File: src/hw/sft_pkg.sv
// Purpose: Constants, opcodes and link codes for the parameter table block
// Assumes: 250 MHz core clock, serial link sampled by the core clock
// Notes:   The table image lives in the core, beside the parameters it reads
//
// Behaviour
// (RL1) Read: opcode, three address, one dummy, stream
// (RL2) Parameter read only in 1-1-1, 2-2-2, 4-4-4
// (RL3) Header count 01h at 06h, rev 01.00
// (RL4) First header: ID 00h, length 09h, pointer 30h
// (RL5) Vendor header: length 04h, pointer 60h
// (RL6) Byte 30h E5h, byte 31h 20h
// (RL7) Byte 32h reads B0h
// (RL8) Bytes 38h/39h read 44h and EBh
// (RL9) Bytes 3Eh/3Fh read 04h and BBh
// (RL10) Byte 40h FEh; 4Ah 44h, 4Bh EBh
// (RL11) Sector types size then opcode, fourth empty
// (RL12) Unused and unsupported bytes read FFh
// (RL13) Supply bytes 60h-63h: 00h,20h,50h,16h
// (RL14) Bytes 64h-65h form F99Ch
// (RL15) Wrap read: C0h at 66h, 64h at 67h
// (RL16) Bytes 68h-69h form C8D9h
// (RL17) Power-up: standby, write permit latch cleared
// (RL18) Below lockout: logic reset, commands ignored
// (RL19) Write commands only after both delays
// (RL20) Reads accepted after settle delay alone
// (RL21) Table address advances after every byte

package sft_pkg;

	// Core clock and power timing (times in ns)
	localparam int CLK_MHZ                   = 250;
	localparam int SUPPLY_SETTLE_DELAY_NS    = 800_000;
	localparam int WRITE_ACCESS_DELAY_NS     = 1_000_000;
	localparam int SETTLE_CYC                = (SUPPLY_SETTLE_DELAY_NS * CLK_MHZ + 999) / 1000;
	localparam int WRITE_ACCESS_CYC          = (WRITE_ACCESS_DELAY_NS * CLK_MHZ + 999) / 1000;

	// Wishbone register byte addresses
	localparam logic [3:0] REG_CTRL_ADR      = 4'h0;
	localparam logic [3:0] REG_STATUS_ADR    = 4'h4;
	localparam logic [3:0] REG_TADDR_ADR     = 4'h8;

	// Control and status field positions
	localparam int CTRL_WIDTH_LSB            = 0;
	localparam int ST_ABOVE_LOCKOUT          = 0;
	localparam int ST_READS_OK               = 1;
	localparam int ST_WRITES_OK              = 2;
	localparam int ST_WRITE_PERMIT           = 3;
	localparam int ST_DEEP_PD                = 4;
	localparam int ST_REFUSED                = 5;

	// Link widths
	typedef enum logic [1:0] {
		SFT_W1 = 2'b00,
		SFT_W2 = 2'b01,
		SFT_W4 = 2'b10
	} sft_width_t;
	localparam logic [1:0] CTRL_WIDTH_RST    = 2'b00;

	// Opcodes
	localparam logic [7:0] OP_PARAM_READ     = 8'h5A;
	localparam logic [7:0] OP_WRITE_ENABLE   = 8'h06;
	localparam logic [7:0] OP_WRITE_DISABLE  = 8'h04;
	localparam logic [7:0] OP_DEEP_PD        = 8'hB9;
	localparam logic [7:0] OP_RELEASE_PD     = 8'hAB;

	// Bit counts of the read frame
	localparam logic [5:0] OPCODE_BITS       = 6'h08;
	localparam logic [5:0] ADDR_BITS         = 6'h18;
	localparam logic [5:0] DUMMY_BITS        = 6'h08;
	localparam logic [3:0] BYTE_BITS         = 4'h8;
	localparam logic [7:0] BLANK_BYTE        = 8'hFF;

	// Write-class opcodes need the write access delay
	function automatic logic is_write_cmd(input logic [7:0] op);
		unique case (op)
			8'h06, 8'h02, 8'h38, 8'h20, 8'h52, 8'hD8, 8'h60, 8'hC7, 8'h2F, 8'h01: is_write_cmd = 1'b1;
			default: is_write_cmd = 1'b0;
		endcase
	endfunction : is_write_cmd

endpackage : sft_pkg

File: src/hw/sft_param_table.sv
// Purpose: Serial parameter table responder with power-on gating and a Wishbone view
// Assumes: Link pins and supply monitors are asynchronous to clk_i; link mode 0
// Notes:   Link clock is oversampled; it must stay below about one eighth of clk_i
//
// Local design decisions: the register addresses and register access over Wishbone.

`timescale 1ns/1ns
`default_nettype none

module sft_param_table #(
	parameter int          SETTLE_CYC       = sft_pkg::SETTLE_CYC,
	parameter int          WRITE_ACCESS_CYC = sft_pkg::WRITE_ACCESS_CYC,
	parameter logic [31:0] DENSITY          = 32'h01FF_FFFF,
	parameter logic [7:0]  VENDOR_ID        = 8'hA5       // Arbitrary value
) (
	// Clock and reset
	input  wire logic        clk_i,
	input  wire logic        rst_i,
	// Supply monitors
	input  wire logic        above_lockout_i,
	input  wire logic        supply_at_min_i,
	// Serial link
	input  wire logic        sclk_i,
	input  wire logic        cs_n_i,
	input  wire logic [3:0]  io_i,
	output logic      [3:0]  io_o,
	output logic      [3:0]  io_oe_o,
	// Wishbone slave
	input  wire logic        wb_cyc_i,
	input  wire logic        wb_stb_i,
	input  wire logic        wb_we_i,
	input  wire logic [3:0]  wb_adr_i,
	input  wire logic [3:0]  wb_sel_i,
	input  wire logic [31:0] wb_dat_i,
	output logic      [31:0] wb_dat_o,
	output logic             wb_ack_o
);

	// Elaboration checks
	if (SETTLE_CYC < 1 || WRITE_ACCESS_CYC < 1) begin : g_chk
		$error("sft_param_table: delay counts must be at least one cycle");
	end

	typedef enum logic [2:0] {
		SFT_IDLE   = 3'b000,
		SFT_OPCODE = 3'b001,
		SFT_ADDR   = 3'b010,
		SFT_DUMMY  = 3'b011,
		SFT_DATA   = 3'b100,
		SFT_SKIP   = 3'b101
	} sft_state_t;

	typedef struct packed {
		logic [1:0]  sclk_sync;
		logic        sclk_prev;
		logic [1:0]  cs_sync;
		logic [7:0]  io_sync;
		logic [1:0]  lock_sync;
		logic [1:0]  min_sync;
		logic [31:0] settle_cnt;
		logic [31:0] wacc_cnt;
		logic        reads_ok;
		logic        writes_ok;
		logic        write_permit_latch;
		logic        deep_pd;
		logic        refused;
		logic [1:0]  width;
		sft_state_t  state;
		logic [5:0]  bit_cnt;
		logic [7:0]  opcode;
		logic [23:0] taddr;
		logic [7:0]  out_sh;
		logic [3:0]  out_left;
		logic [3:0]  io_out;
		logic [3:0]  io_oe;
		logic [31:0] wb_dat;
		logic        wb_ack;
	} sft_regs_t;

	sft_regs_t r_ff;
	sft_regs_t nxt_r;

	// Parameter table image; density and vendor code come from the parameters
	function automatic logic [7:0] table_byte(input logic [23:0] a);
		table_byte = sft_pkg::BLANK_BYTE; // RL12
		if (a[23:8] == 16'h0000) begin
			unique case (a[7:0])
				8'h00: table_byte = 8'h53;
				8'h01: table_byte = 8'h46;
				8'h02: table_byte = 8'h44;
				8'h03: table_byte = 8'h50;
				8'h04, 8'h08, 8'h09, 8'h0D, 8'h0E, 8'h11, 8'h15, 8'h16: table_byte = 8'h00; // RL4
				8'h05, 8'h06, 8'h0A, 8'h12: table_byte = 8'h01; // RL3
				8'h0B: table_byte = 8'h09; // RL4
				8'h0C: table_byte = 8'h30; // RL4
				8'h10: table_byte = VENDOR_ID;
				8'h13: table_byte = 8'h04; // RL5
				8'h14: table_byte = 8'h60; // RL5
				8'h30: table_byte = 8'hE5; // RL6
				8'h31: table_byte = 8'h20; // RL6
				8'h32: table_byte = 8'hB0; // RL7
				8'h34: table_byte = DENSITY[7:0];
				8'h35: table_byte = DENSITY[15:8];
				8'h36: table_byte = DENSITY[23:16];
				8'h37: table_byte = DENSITY[31:24];
				8'h38: table_byte = 8'h44; // RL8
				8'h39: table_byte = 8'hEB; // RL8
				8'h3A, 8'h3C, 8'h46: table_byte = 8'h00;
				8'h3E: table_byte = 8'h04; // RL9
				8'h3F: table_byte = 8'hBB; // RL9
				8'h40: table_byte = 8'hFE; // RL10
				8'h4A: table_byte = 8'h44; // RL10
				8'h4B: table_byte = 8'hEB; // RL10
				8'h4C: table_byte = 8'h0C; // RL11
				8'h4D: table_byte = 8'h20; // RL11
				8'h4E: table_byte = 8'h0F; // RL11
				8'h4F: table_byte = 8'h52; // RL11
				8'h50: table_byte = 8'h10; // RL11
				8'h51: table_byte = 8'hD8; // RL11
				8'h52: table_byte = 8'h00; // RL11
				8'h60: table_byte = 8'h00; // RL13
				8'h61: table_byte = 8'h20; // RL13
				8'h62: table_byte = 8'h50; // RL13
				8'h63: table_byte = 8'h16; // RL13
				8'h64: table_byte = 8'h9C; // RL14
				8'h65: table_byte = 8'hF9; // RL14
				8'h66: table_byte = 8'hC0; // RL15
				8'h67: table_byte = 8'h64; // RL15
				8'h68: table_byte = 8'hD9; // RL16
				8'h69: table_byte = 8'hC8; // RL16
				default: table_byte = sft_pkg::BLANK_BYTE; // RL12
			endcase
		end
	endfunction : table_byte

	// Bits moved per link edge for a width code
	function automatic logic [3:0] lane_bits(input logic [1:0] w);
		unique case (w)
			sft_pkg::SFT_W2: lane_bits = 4'h2;
			sft_pkg::SFT_W4: lane_bits = 4'h4;
			default:         lane_bits = 4'h1;
		endcase
	endfunction : lane_bits

	// Shift sampled input lanes into a byte, MSB first
	function automatic logic [7:0] shift_in(input logic [7:0] cur, input logic [3:0] pins, input logic [1:0] w);
		unique case (w)
			sft_pkg::SFT_W2: shift_in = {cur[5:0], pins[1:0]};
			sft_pkg::SFT_W4: shift_in = {cur[3:0], pins};
			default:         shift_in = {cur[6:0], pins[0]};
		endcase
	endfunction : shift_in

	// Top bits of an output byte placed on the active lanes
	function automatic logic [3:0] lane_out(input logic [7:0] sh, input logic [1:0] w);
		unique case (w)
			sft_pkg::SFT_W2: lane_out = {2'b00, sh[7:6]};
			sft_pkg::SFT_W4: lane_out = sh[7:4];
			default:         lane_out = {2'b00, sh[7], 1'b0};
		endcase
	endfunction : lane_out

	// Lanes the device drives in a given width
	function automatic logic [3:0] lane_en(input logic [1:0] w);
		unique case (w)
			sft_pkg::SFT_W2: lane_en = 4'b0011;
			sft_pkg::SFT_W4: lane_en = 4'b1111;
			default:         lane_en = 4'b0010;
		endcase
	endfunction : lane_en

	logic       sclk_rise;
	logic       sclk_fall;
	logic       cs_active;
	logic [3:0] pins;
	logic [3:0] step;
	logic       wb_req;
	logic [7:0] in_byte;
	logic       refuse_set;

	// Link edge detection after the synchronisers
	assign sclk_rise = r_ff.sclk_sync[1] & ~r_ff.sclk_prev;
	assign sclk_fall = ~r_ff.sclk_sync[1] & r_ff.sclk_prev;
	assign cs_active = ~r_ff.cs_sync[1];
	assign pins      = r_ff.io_sync[7:4];
	assign step      = lane_bits(r_ff.width);
	assign wb_req    = wb_cyc_i & wb_stb_i & ~r_ff.wb_ack;
	assign in_byte   = shift_in(r_ff.opcode, pins, r_ff.width);

	// Next-state logic
	always_comb begin
		nxt_r = r_ff;
		refuse_set = 1'b0;

		// Two-stage synchronisers; only stage two is read
		nxt_r.sclk_sync = {r_ff.sclk_sync[0], sclk_i};
		nxt_r.sclk_prev = r_ff.sclk_sync[1];
		nxt_r.cs_sync   = {r_ff.cs_sync[0], cs_n_i};
		nxt_r.io_sync   = {r_ff.io_sync[3:0], io_i};
		nxt_r.lock_sync = {r_ff.lock_sync[0], above_lockout_i};
		nxt_r.min_sync  = {r_ff.min_sync[0], supply_at_min_i};

		// Power-on delays
		if (!r_ff.min_sync[1]) begin
			nxt_r.settle_cnt = '0;
			nxt_r.reads_ok   = 1'b0;
		end else if (r_ff.settle_cnt >= SETTLE_CYC - 1) begin
			nxt_r.reads_ok = 1'b1; // RL20
		end else begin
			nxt_r.settle_cnt = r_ff.settle_cnt + 32'h0000_0001;
		end
		if (r_ff.wacc_cnt < WRITE_ACCESS_CYC) begin
			nxt_r.wacc_cnt = r_ff.wacc_cnt + 32'h0000_0001;
		end
		nxt_r.writes_ok = r_ff.reads_ok & (r_ff.wacc_cnt >= WRITE_ACCESS_CYC); // RL19

		// Link frame handling
		if (!cs_active) begin
			nxt_r.state = SFT_IDLE; // RL1
			nxt_r.io_oe = 4'h0;
		end else begin
			unique case (r_ff.state)
				SFT_IDLE: begin
					nxt_r.bit_cnt  = '0;
					nxt_r.opcode   = '0;
					nxt_r.state    = r_ff.reads_ok ? SFT_OPCODE : SFT_SKIP; // RL20
				end
				SFT_OPCODE: begin
					if (sclk_rise) begin
						nxt_r.opcode  = in_byte;
						nxt_r.bit_cnt = r_ff.bit_cnt + {2'b00, step};
						if (r_ff.bit_cnt + {2'b00, step} == sft_pkg::OPCODE_BITS) begin
							nxt_r.bit_cnt = '0;
							nxt_r.state   = SFT_SKIP;
							if (r_ff.deep_pd) begin
								if (in_byte == sft_pkg::OP_RELEASE_PD) begin
									nxt_r.deep_pd = 1'b0;
								end
							end else if (in_byte == sft_pkg::OP_PARAM_READ) begin
								nxt_r.state = SFT_ADDR; // RL2
							end else if (sft_pkg::is_write_cmd(in_byte) && !r_ff.writes_ok) begin
								nxt_r.refused = 1'b1; // RL19
								refuse_set    = 1'b1;
							end else if (in_byte == sft_pkg::OP_WRITE_ENABLE) begin
								nxt_r.write_permit_latch = 1'b1;
							end else if (in_byte == sft_pkg::OP_WRITE_DISABLE) begin
								nxt_r.write_permit_latch = 1'b0;
							end else if (in_byte == sft_pkg::OP_DEEP_PD) begin
								nxt_r.deep_pd = 1'b1;
							end
						end
					end
				end
				SFT_ADDR: begin
					if (sclk_rise) begin
						unique case (r_ff.width)
							sft_pkg::SFT_W2: nxt_r.taddr = {r_ff.taddr[21:0], pins[1:0]};
							sft_pkg::SFT_W4: nxt_r.taddr = {r_ff.taddr[19:0], pins};
							default:         nxt_r.taddr = {r_ff.taddr[22:0], pins[0]};
						endcase
						nxt_r.bit_cnt = r_ff.bit_cnt + {2'b00, step};
						if (r_ff.bit_cnt + {2'b00, step} == sft_pkg::ADDR_BITS) begin
							nxt_r.bit_cnt = '0;
							nxt_r.state   = SFT_DUMMY; // RL1
						end
					end
				end
				SFT_DUMMY: begin
					if (sclk_rise) begin
						nxt_r.bit_cnt = r_ff.bit_cnt + {2'b00, step};
						if (r_ff.bit_cnt + {2'b00, step} == sft_pkg::DUMMY_BITS) begin
							nxt_r.state    = SFT_DATA;
							nxt_r.out_left = '0;
						end
					end
				end
				SFT_DATA: begin
					// Drive on the falling link edge, host samples on the rising one
					if (sclk_fall) begin
						if (r_ff.out_left == 4'h0) begin
							nxt_r.out_sh   = table_byte(r_ff.taddr) << step;
							nxt_r.io_out   = lane_out(table_byte(r_ff.taddr), r_ff.width);
							nxt_r.taddr    = r_ff.taddr + 24'h00_0001; // RL21
							nxt_r.out_left = sft_pkg::BYTE_BITS - step;
						end else begin
							nxt_r.io_out   = lane_out(r_ff.out_sh, r_ff.width);
							nxt_r.out_sh   = r_ff.out_sh << step;
							nxt_r.out_left = r_ff.out_left - step;
						end
						nxt_r.io_oe = lane_en(r_ff.width);
					end
				end
				SFT_SKIP: begin
					nxt_r.state = SFT_SKIP;
				end
				default: begin
					nxt_r.state = SFT_IDLE;
				end
			endcase
		end

		// Wishbone slave: one-cycle ack, unmapped reads give zero
		nxt_r.wb_ack = wb_req;
		if (wb_req) begin
			nxt_r.wb_dat = '0;
			unique case (wb_adr_i)
				sft_pkg::REG_CTRL_ADR: begin
					nxt_r.wb_dat[sft_pkg::CTRL_WIDTH_LSB +: 2] = r_ff.width;
					if (wb_we_i && wb_sel_i[0] && wb_dat_i[sft_pkg::CTRL_WIDTH_LSB +: 2] != 2'b11) begin
						nxt_r.width = wb_dat_i[sft_pkg::CTRL_WIDTH_LSB +: 2]; // RL2
					end
				end
				sft_pkg::REG_STATUS_ADR: begin
					nxt_r.wb_dat[sft_pkg::ST_ABOVE_LOCKOUT] = r_ff.lock_sync[1];
					nxt_r.wb_dat[sft_pkg::ST_READS_OK]      = r_ff.reads_ok;
					nxt_r.wb_dat[sft_pkg::ST_WRITES_OK]     = r_ff.writes_ok;
					nxt_r.wb_dat[sft_pkg::ST_WRITE_PERMIT]  = r_ff.write_permit_latch;
					nxt_r.wb_dat[sft_pkg::ST_DEEP_PD]       = r_ff.deep_pd;
					nxt_r.wb_dat[sft_pkg::ST_REFUSED]       = r_ff.refused;
					// Write one clears; a refusal in the same cycle wins
					if (wb_we_i && wb_sel_i[0] && wb_dat_i[sft_pkg::ST_REFUSED] && !refuse_set) begin
						nxt_r.refused = 1'b0;
					end
				end
				sft_pkg::REG_TADDR_ADR: begin
					nxt_r.wb_dat[23:0] = r_ff.taddr;
				end
				default: begin
					nxt_r.wb_dat = '0;
				end
			endcase
		end

		// Below the lockout threshold the delays, latches and link frame rest; the synchronisers and the Wishbone slave run on
		if (!r_ff.lock_sync[1]) begin
			nxt_r.settle_cnt         = '0;
			nxt_r.wacc_cnt           = '0;
			nxt_r.reads_ok           = 1'b0; // RL18
			nxt_r.writes_ok          = 1'b0;
			nxt_r.write_permit_latch = 1'b0; // RL17
			nxt_r.deep_pd            = 1'b0; // RL17
			nxt_r.state              = cs_active ? SFT_SKIP : SFT_IDLE; // RL18
			nxt_r.io_oe              = 4'h0;
		end
	end

	// State register
	always_ff @(posedge clk_i) begin
		if (rst_i) begin
			r_ff       <= '0;
			r_ff.width <= sft_pkg::CTRL_WIDTH_RST;
			r_ff.state <= SFT_IDLE;
			r_ff.cs_sync <= 2'b11;
		end else begin
			r_ff <= nxt_r;
		end
	end

	// Outputs from flip-flops
	assign io_o     = r_ff.io_out;
	assign io_oe_o  = r_ff.io_oe;
	assign wb_dat_o = r_ff.wb_dat;
	assign wb_ack_o = r_ff.wb_ack;

endmodule : sft_param_table

`default_nettype wire

File: config.mk
export PLATFORM = sky130hd
export DESIGN_NAME = sft_param_table
export DESIGN_NICKNAME = d
export VERILOG_FILES = /design/src/hw/sft_pkg.sv /design/src/hw/sft_param_table.sv
export SDC_FILE = /design/constraint.sdc
export NUM_CORES = 1
export LEC_CHECK = 0
export BUFFER_PORTS_ARGS = -buffer_cell sky130_fd_sc_hd__buf_4
export CAP_MARGIN = 5
export CORE_ASPECT_RATIO = 1.4
export CORE_MARGIN = 2
export CORE_UTILIZATION = 25
export DETAILED_ROUTE_END_ITERATION = 10
export PLACE_DENSITY_LB_ADDON = 0.08
export SYNTH_ARGS = -nofsm -noshare
export SYNTH_HDL_FRONTEND = slang
export SYNTH_SLANG_ARGS = --single-unit
File: constraint.sdc
create_clock -name clk_i -period 4.2 [get_ports clk_i]
set_clock_uncertainty 0.15 [all_clocks]
set_input_delay 0.42 -clock clk_i [delete_from_list [all_inputs] [get_ports clk_i]]
set_output_delay 0.42 -clock clk_i [all_outputs]
set_load 0.03 [all_outputs]
**Word-level counts from Yosys, hierarchy flattened**

Memory sizes are Yosys's and may differ from the RTL's. A register that Yosys moved wholly into a read port is not among the register bits.
Cells that the tools add are included.

- Bits in registers: 173
- Memory bits (read-only): 2048
- Bits of input ports: 53
- Output and inout port bits: 41
- Logic and storage cells: 198
- Memories kept: 2

- Add/sub/neg operators: 6
- $lt $le $gt $ge: 3
- Equality and inequality tests: 39
- Shift operators: 2
- Mux-type cells: 78
- Bitwise gates (word level): 14
- Reduce and logical (&&, ||, !) cells: 30

Memory list:

| memory | depth | bits a word | read ports | clocked after Yosys merged registers in | wr ports | line | text |
|---|---|---|---|---|---|---|---|
| (no name shown) | 128 | 8 | 1 | 1 | 0 | sft_param_table.sv:87 | `unique case (a[7:0])` |
| (no name shown) | 128 | 8 | 1 | 1 | 0 | sft_param_table.sv:87 |  |

Operator list:

| operator | number |
|---|---|
| $pmux 24 s2 | 2 |
| $add 32x1->32 const B | 2 |
| $ge 32x18->1 const B | 2 |
| $mux 8 | 8 |
| $mux 24 | 2 |
| $mux 44 | 1 |
| $pmux 4 s2 | 5 |
| $mux 9 | 4 |
| $eq 8x8->1 const B | 4 |
| $lt 32x18->1 const B | 1 |
| $mux 1 | 30 |
| $mux 7 | 4 |
| $add 24x1->24 const B | 1 |
| $eq 8x6->1 const B | 3 |
| $eq 8x7->1 const B | 3 |
| $mux 3 | 8 |
| $ne 4x4->1 const B | 6 |
| $pmux 6 s4 | 1 |
| $mux 18 | 1 |
| $pmux 3 s6 | 1 |
| $mux 17 | 1 |
| $eq 8x3->1 const B | 2 |
| $logic_not 16->1 | 1 |
| $mux 16 | 1 |
| 40 further kinds | 78 |

**Logic depth before layout (Yosys ltp)**

- Depth after elaboration: 24
- Gate-level depth with buffers: 15
- Mapped depth without buffers: 13

**Worst setup path after synthesis**

OpenSTA, ideal clock, no wires.

- Path kind: reg2reg
- Start: register r_ff[94] (netlist bit)
- End: register with a tool-made name
- Library setup time: 128 ps
- Arrival time: 3351 ps
- Slack: 572 ps
- Stages on the path, launching flop included: 16
- Path buffers: 2
- Clock period less this slack: 3628 ps
- Path through: dfxtp_1 inv_1 ha_1 clkbuf_1 clkbuf_1 nand2_1 o21ai_0 a22oi_1 a21oi_1 inv_1 ha_1 inv_1 mux2i_1 nor2_1 a2111oi_2 o32ai_1

RTL lines:

| element | line | text |
|---|---|---|
| start: declaration | sft_param_table.sv:80 | `sft_regs_t r_ff;` |
| start signal: assignment | sft_param_table.sv:355 | `r_ff <= nxt_r;` |

==> impl_metrics.json <==
{
  "critPathCaptureType": "flip-flop",
  "post-place-ws_ns": 0.5089,
  "ys_async_sr_fraction": 0,
  "drive_gt1_frac": 0.1200,
  "synthDominantCellAreaShare": 0.3567,
  "layout.nets": 1342,
  "cp_cell_sequence": "inv_1, ha_2, buf_4, a221oi_1, nor3_1, o22a_2, o21ai_2, buf_4, nand2b_1, nand3_1, a311oi_1, o32ai_1",
  "synth_area_mm2": 0.01010,
  "setup_viol": 0,
  "synth-seq-cells": 180,
  "drt_wl_total_mm": 30.90,
  "core_mm2": 0.04006,
  "first_pass_iters": 5,
  "avgRoutedWirePerCell_um": 17.08,
  "cp_slowest_cell": "a311oi_1",
  "start_kind": "flip-flop",
  "synth_cell_type_count": 81,
  "via_count": 9051,
  "place_inst": 1775,
  "power_mw": 3.540,
  "port_buffers": 53,
  "syn_avg_cell_area_um2": 7.930,
  "pin_count": 94,
  "grt_max_degree": 51,
  "place.gp.congestion": 0.8250,
  "cts_hold_buf": 3,
  "clock_latency_ns": 0.45,
  "sw_frac_of_total": 0.2332,
  "criticalPathCategory": "reg2reg",
  "ant_nets": 0,
  "first_global_vias": 9069,
  "tritoncts": "done",
  "synth_edf_count": 0,
  "die_y_um": 241.9,
  "finalMaxSlewViolations": 0,
  "grtUsageTotal": 0.1476,
  "p_comb_frac": 0.037,
  "tightest_slew_ns": 0.9071,
  "crit_arrival_ns": 3.92,
  "clock_path_buffers": 2,
  "timing.final.crit_share": 0.9015,
  "grt_pass1_wl_mm": 49.87,
  "postSynthCellCount": 1274,
  "overflow": 0,
  "layoutNonFillerInstCount": 1809,
  "max_freq_ghz": 0.2641,
  "p_seq_frac": 0.488,
  "cp_data_required_time_ns": 4.33,
  "seq_area_frac_synth": 0.3567,
  "fin_crit_ns": 3.786,
  "slowest_delay_ns": 0.58,
  "area_delta_synth_final_pct": 13.03,
  "p_leak_nw": 4.136,
  "hold_viol": 0,
  "initial_utilization": 0.2522,
  "dp_hpwl_mm": 22.28,
  "cts_resized": 0,
  "routed_via_density": 5.003,
  "yosys.cell_count.top_type": "dfxtp_1",
  "status": "finished clean",
  "cp_max_fo": 36,
  "hold_class": "in2reg",
  "path_clk_slew_ns": 0.07,
  "clock_sinks": 180,
  "synthTopCellsByArea": "dfxtp_1 36%, nor2_1 6.2%, a22oi_1 3.6%",
  "row_count": 87,
  "internal_power_mw": 2.715,
  "fp.dieW_um": 173.9,
  "power_density_mw_per_mm2": 310.0,
  "drc": 0,
  "cts_setup_buffers": 0,
  "antenna_cells": 0,
  "dieArea_mm2": 0.04206,
  "antenna_found_initial": 0,
  "power_switching_mw": 0.8254,
  "clockPowerShare": 0.475,
  "rsz0062_at_grt": "false",
  "htreeDepth": 4,
  "fin_ws_ns": 0.4135,
  "root_buffer": "clkbuf_16",
  "synth_ff_type": "dfxtp_1",
  "maxCapViolations": 0,
  "ys.warnings.count": 0,
  "relSlewSlack": 0.3941,
  "fin_hold_ws_ns": 0.03810,
  "place_area_mm2": 0.01079,
  "numCtsBuffers": 17,
  "vdd_drop_max_mv": 0.2420,
  "drt-initial-drc-count": 555,
  "ys_top_cells_by_count": "180 x dfxtp_1, 167 x nor2_1, 92 x nand2_1",
  "fin_tns_setup_ns": 0,
  "synth_largest_area_cell": "dfxtp_1",
  "final_area_mm2": 0.01142,
  "final_util": 0.2851,
  "crit_path_frequent_cell": "buf_4"
}
## power by group through the flow
stage | logic (mW) | registers [mW] | clock network [mW]
floorplan | 0.0923 | 1.76 | 0
global placement | 0.131 | 1.77 | 0
detailed placement | 0.130 | 1.77 | 0
CTS | 0.132 | 1.73 | 1.76
global route | 0.144 | 1.73 | 1.81
finish | 0.130 | 1.73 | 1.68
## worst max-delay path, delay by kind of cell (launching register included)
kind	cells	cell delay [ns]
AOI/OAI and AO/OA	5	1.25
buffers and inverters	3	0.68
DFF	1	0.42
and+or+nand+nor	3	0.69
adders and majority gates	1	0.42
## cell families (layout without fill, tap and decap cells)
family / count (synthesis) / after routing / synth area share
buf+inv: 173 / 167 / 0.08718
other cells: 1 / 8 / 0.0003712
mux: 15 / 15 / 0.01486
compound gates: 335 / 335 / 0.2294
xor+xnor: 41 / 41 / 0.03554
fa+ha+maj: 27 / 27 / 0.03468
simple gates: 502 / 502 / 0.2414
flops: 180 / 180 / 0.3567
## layer usage
metal,vias to the layer above,wire (um),part of all wire,GRT usage
met2,164,16340,0.53,0.2737
met3,53,852,0.028,0.02358
met1,4317,12800,0.41,0.1639
met5,-,0,0,0
met4,0,903,0.029,0.06599
li1,4517,-,-,-
## sequential cells by signal (all words and copies together), names as in the netlist, named ones only
register,count
io_o,4
io_oe_o,3
nxt_r,9
pins,4
r_ff,126
wb_ack_o,1
wb_dat_o,24
## cell usage in the layout, fill, tap and decap left out, types with 4 or more instances in the layout
cell and instances:
dfxtp_1 180, nor2_1 167, buf_4 94, nand2_1 92, a21oi_1 71, o21ai_0 66, a22oi_1 49, nor3_1 48
nand3_1 39, inv_1 33, xor2_1 29, nor2b_1 25, nor4_1 23, ha_1 23, nand4_1 21, and2_1 21
a211oi_1 21, and3_1 20, a31oi_1 19, clkbuf_16 17, mux2i_1 15, nand2b_1 14, xnor2_1 12, o21a_1 10
a221oi_1 9, a221o_1 9, o22ai_1 8, conb_1 8, o32ai_1 6, a311oi_1 6, or3_1 5, o31ai_1 5
a21o_1 5, o211ai_1 5, and4_1 5, or2_2 4, a222oi_1 4
## final timing paths
path	depth (start not counted)	from	slack (ns)	to
worst max-delay path	12	r_ff[94]	0.41	flip-flop
worst min-delay path	2	supply_at_min_i	0.04	nxt_r[166]
worst max register to register	12	r_ff[94]	0.41	flip-flop
worst min register to register	1	nxt_r[166]	0.29	r_ff[166]
## layout make-up
| type | count | area [um^2] |
|---|---|---|
| Clock buffer | 20 | 446.7 |
| Clock inverter | 11 | 152.6 |
| Fill cell | 4435 | 28640 |
| Inverter | 39 | 148.9 |
| Multi-Input combinational cell | 928 | 5664 |
| Sequential cell | 180 | 3603 |
| Tap cell | 534 | 668.1 |
| Timing Repair Buffer | 97 | 735.7 |
(Power assumes the default switching activity.)
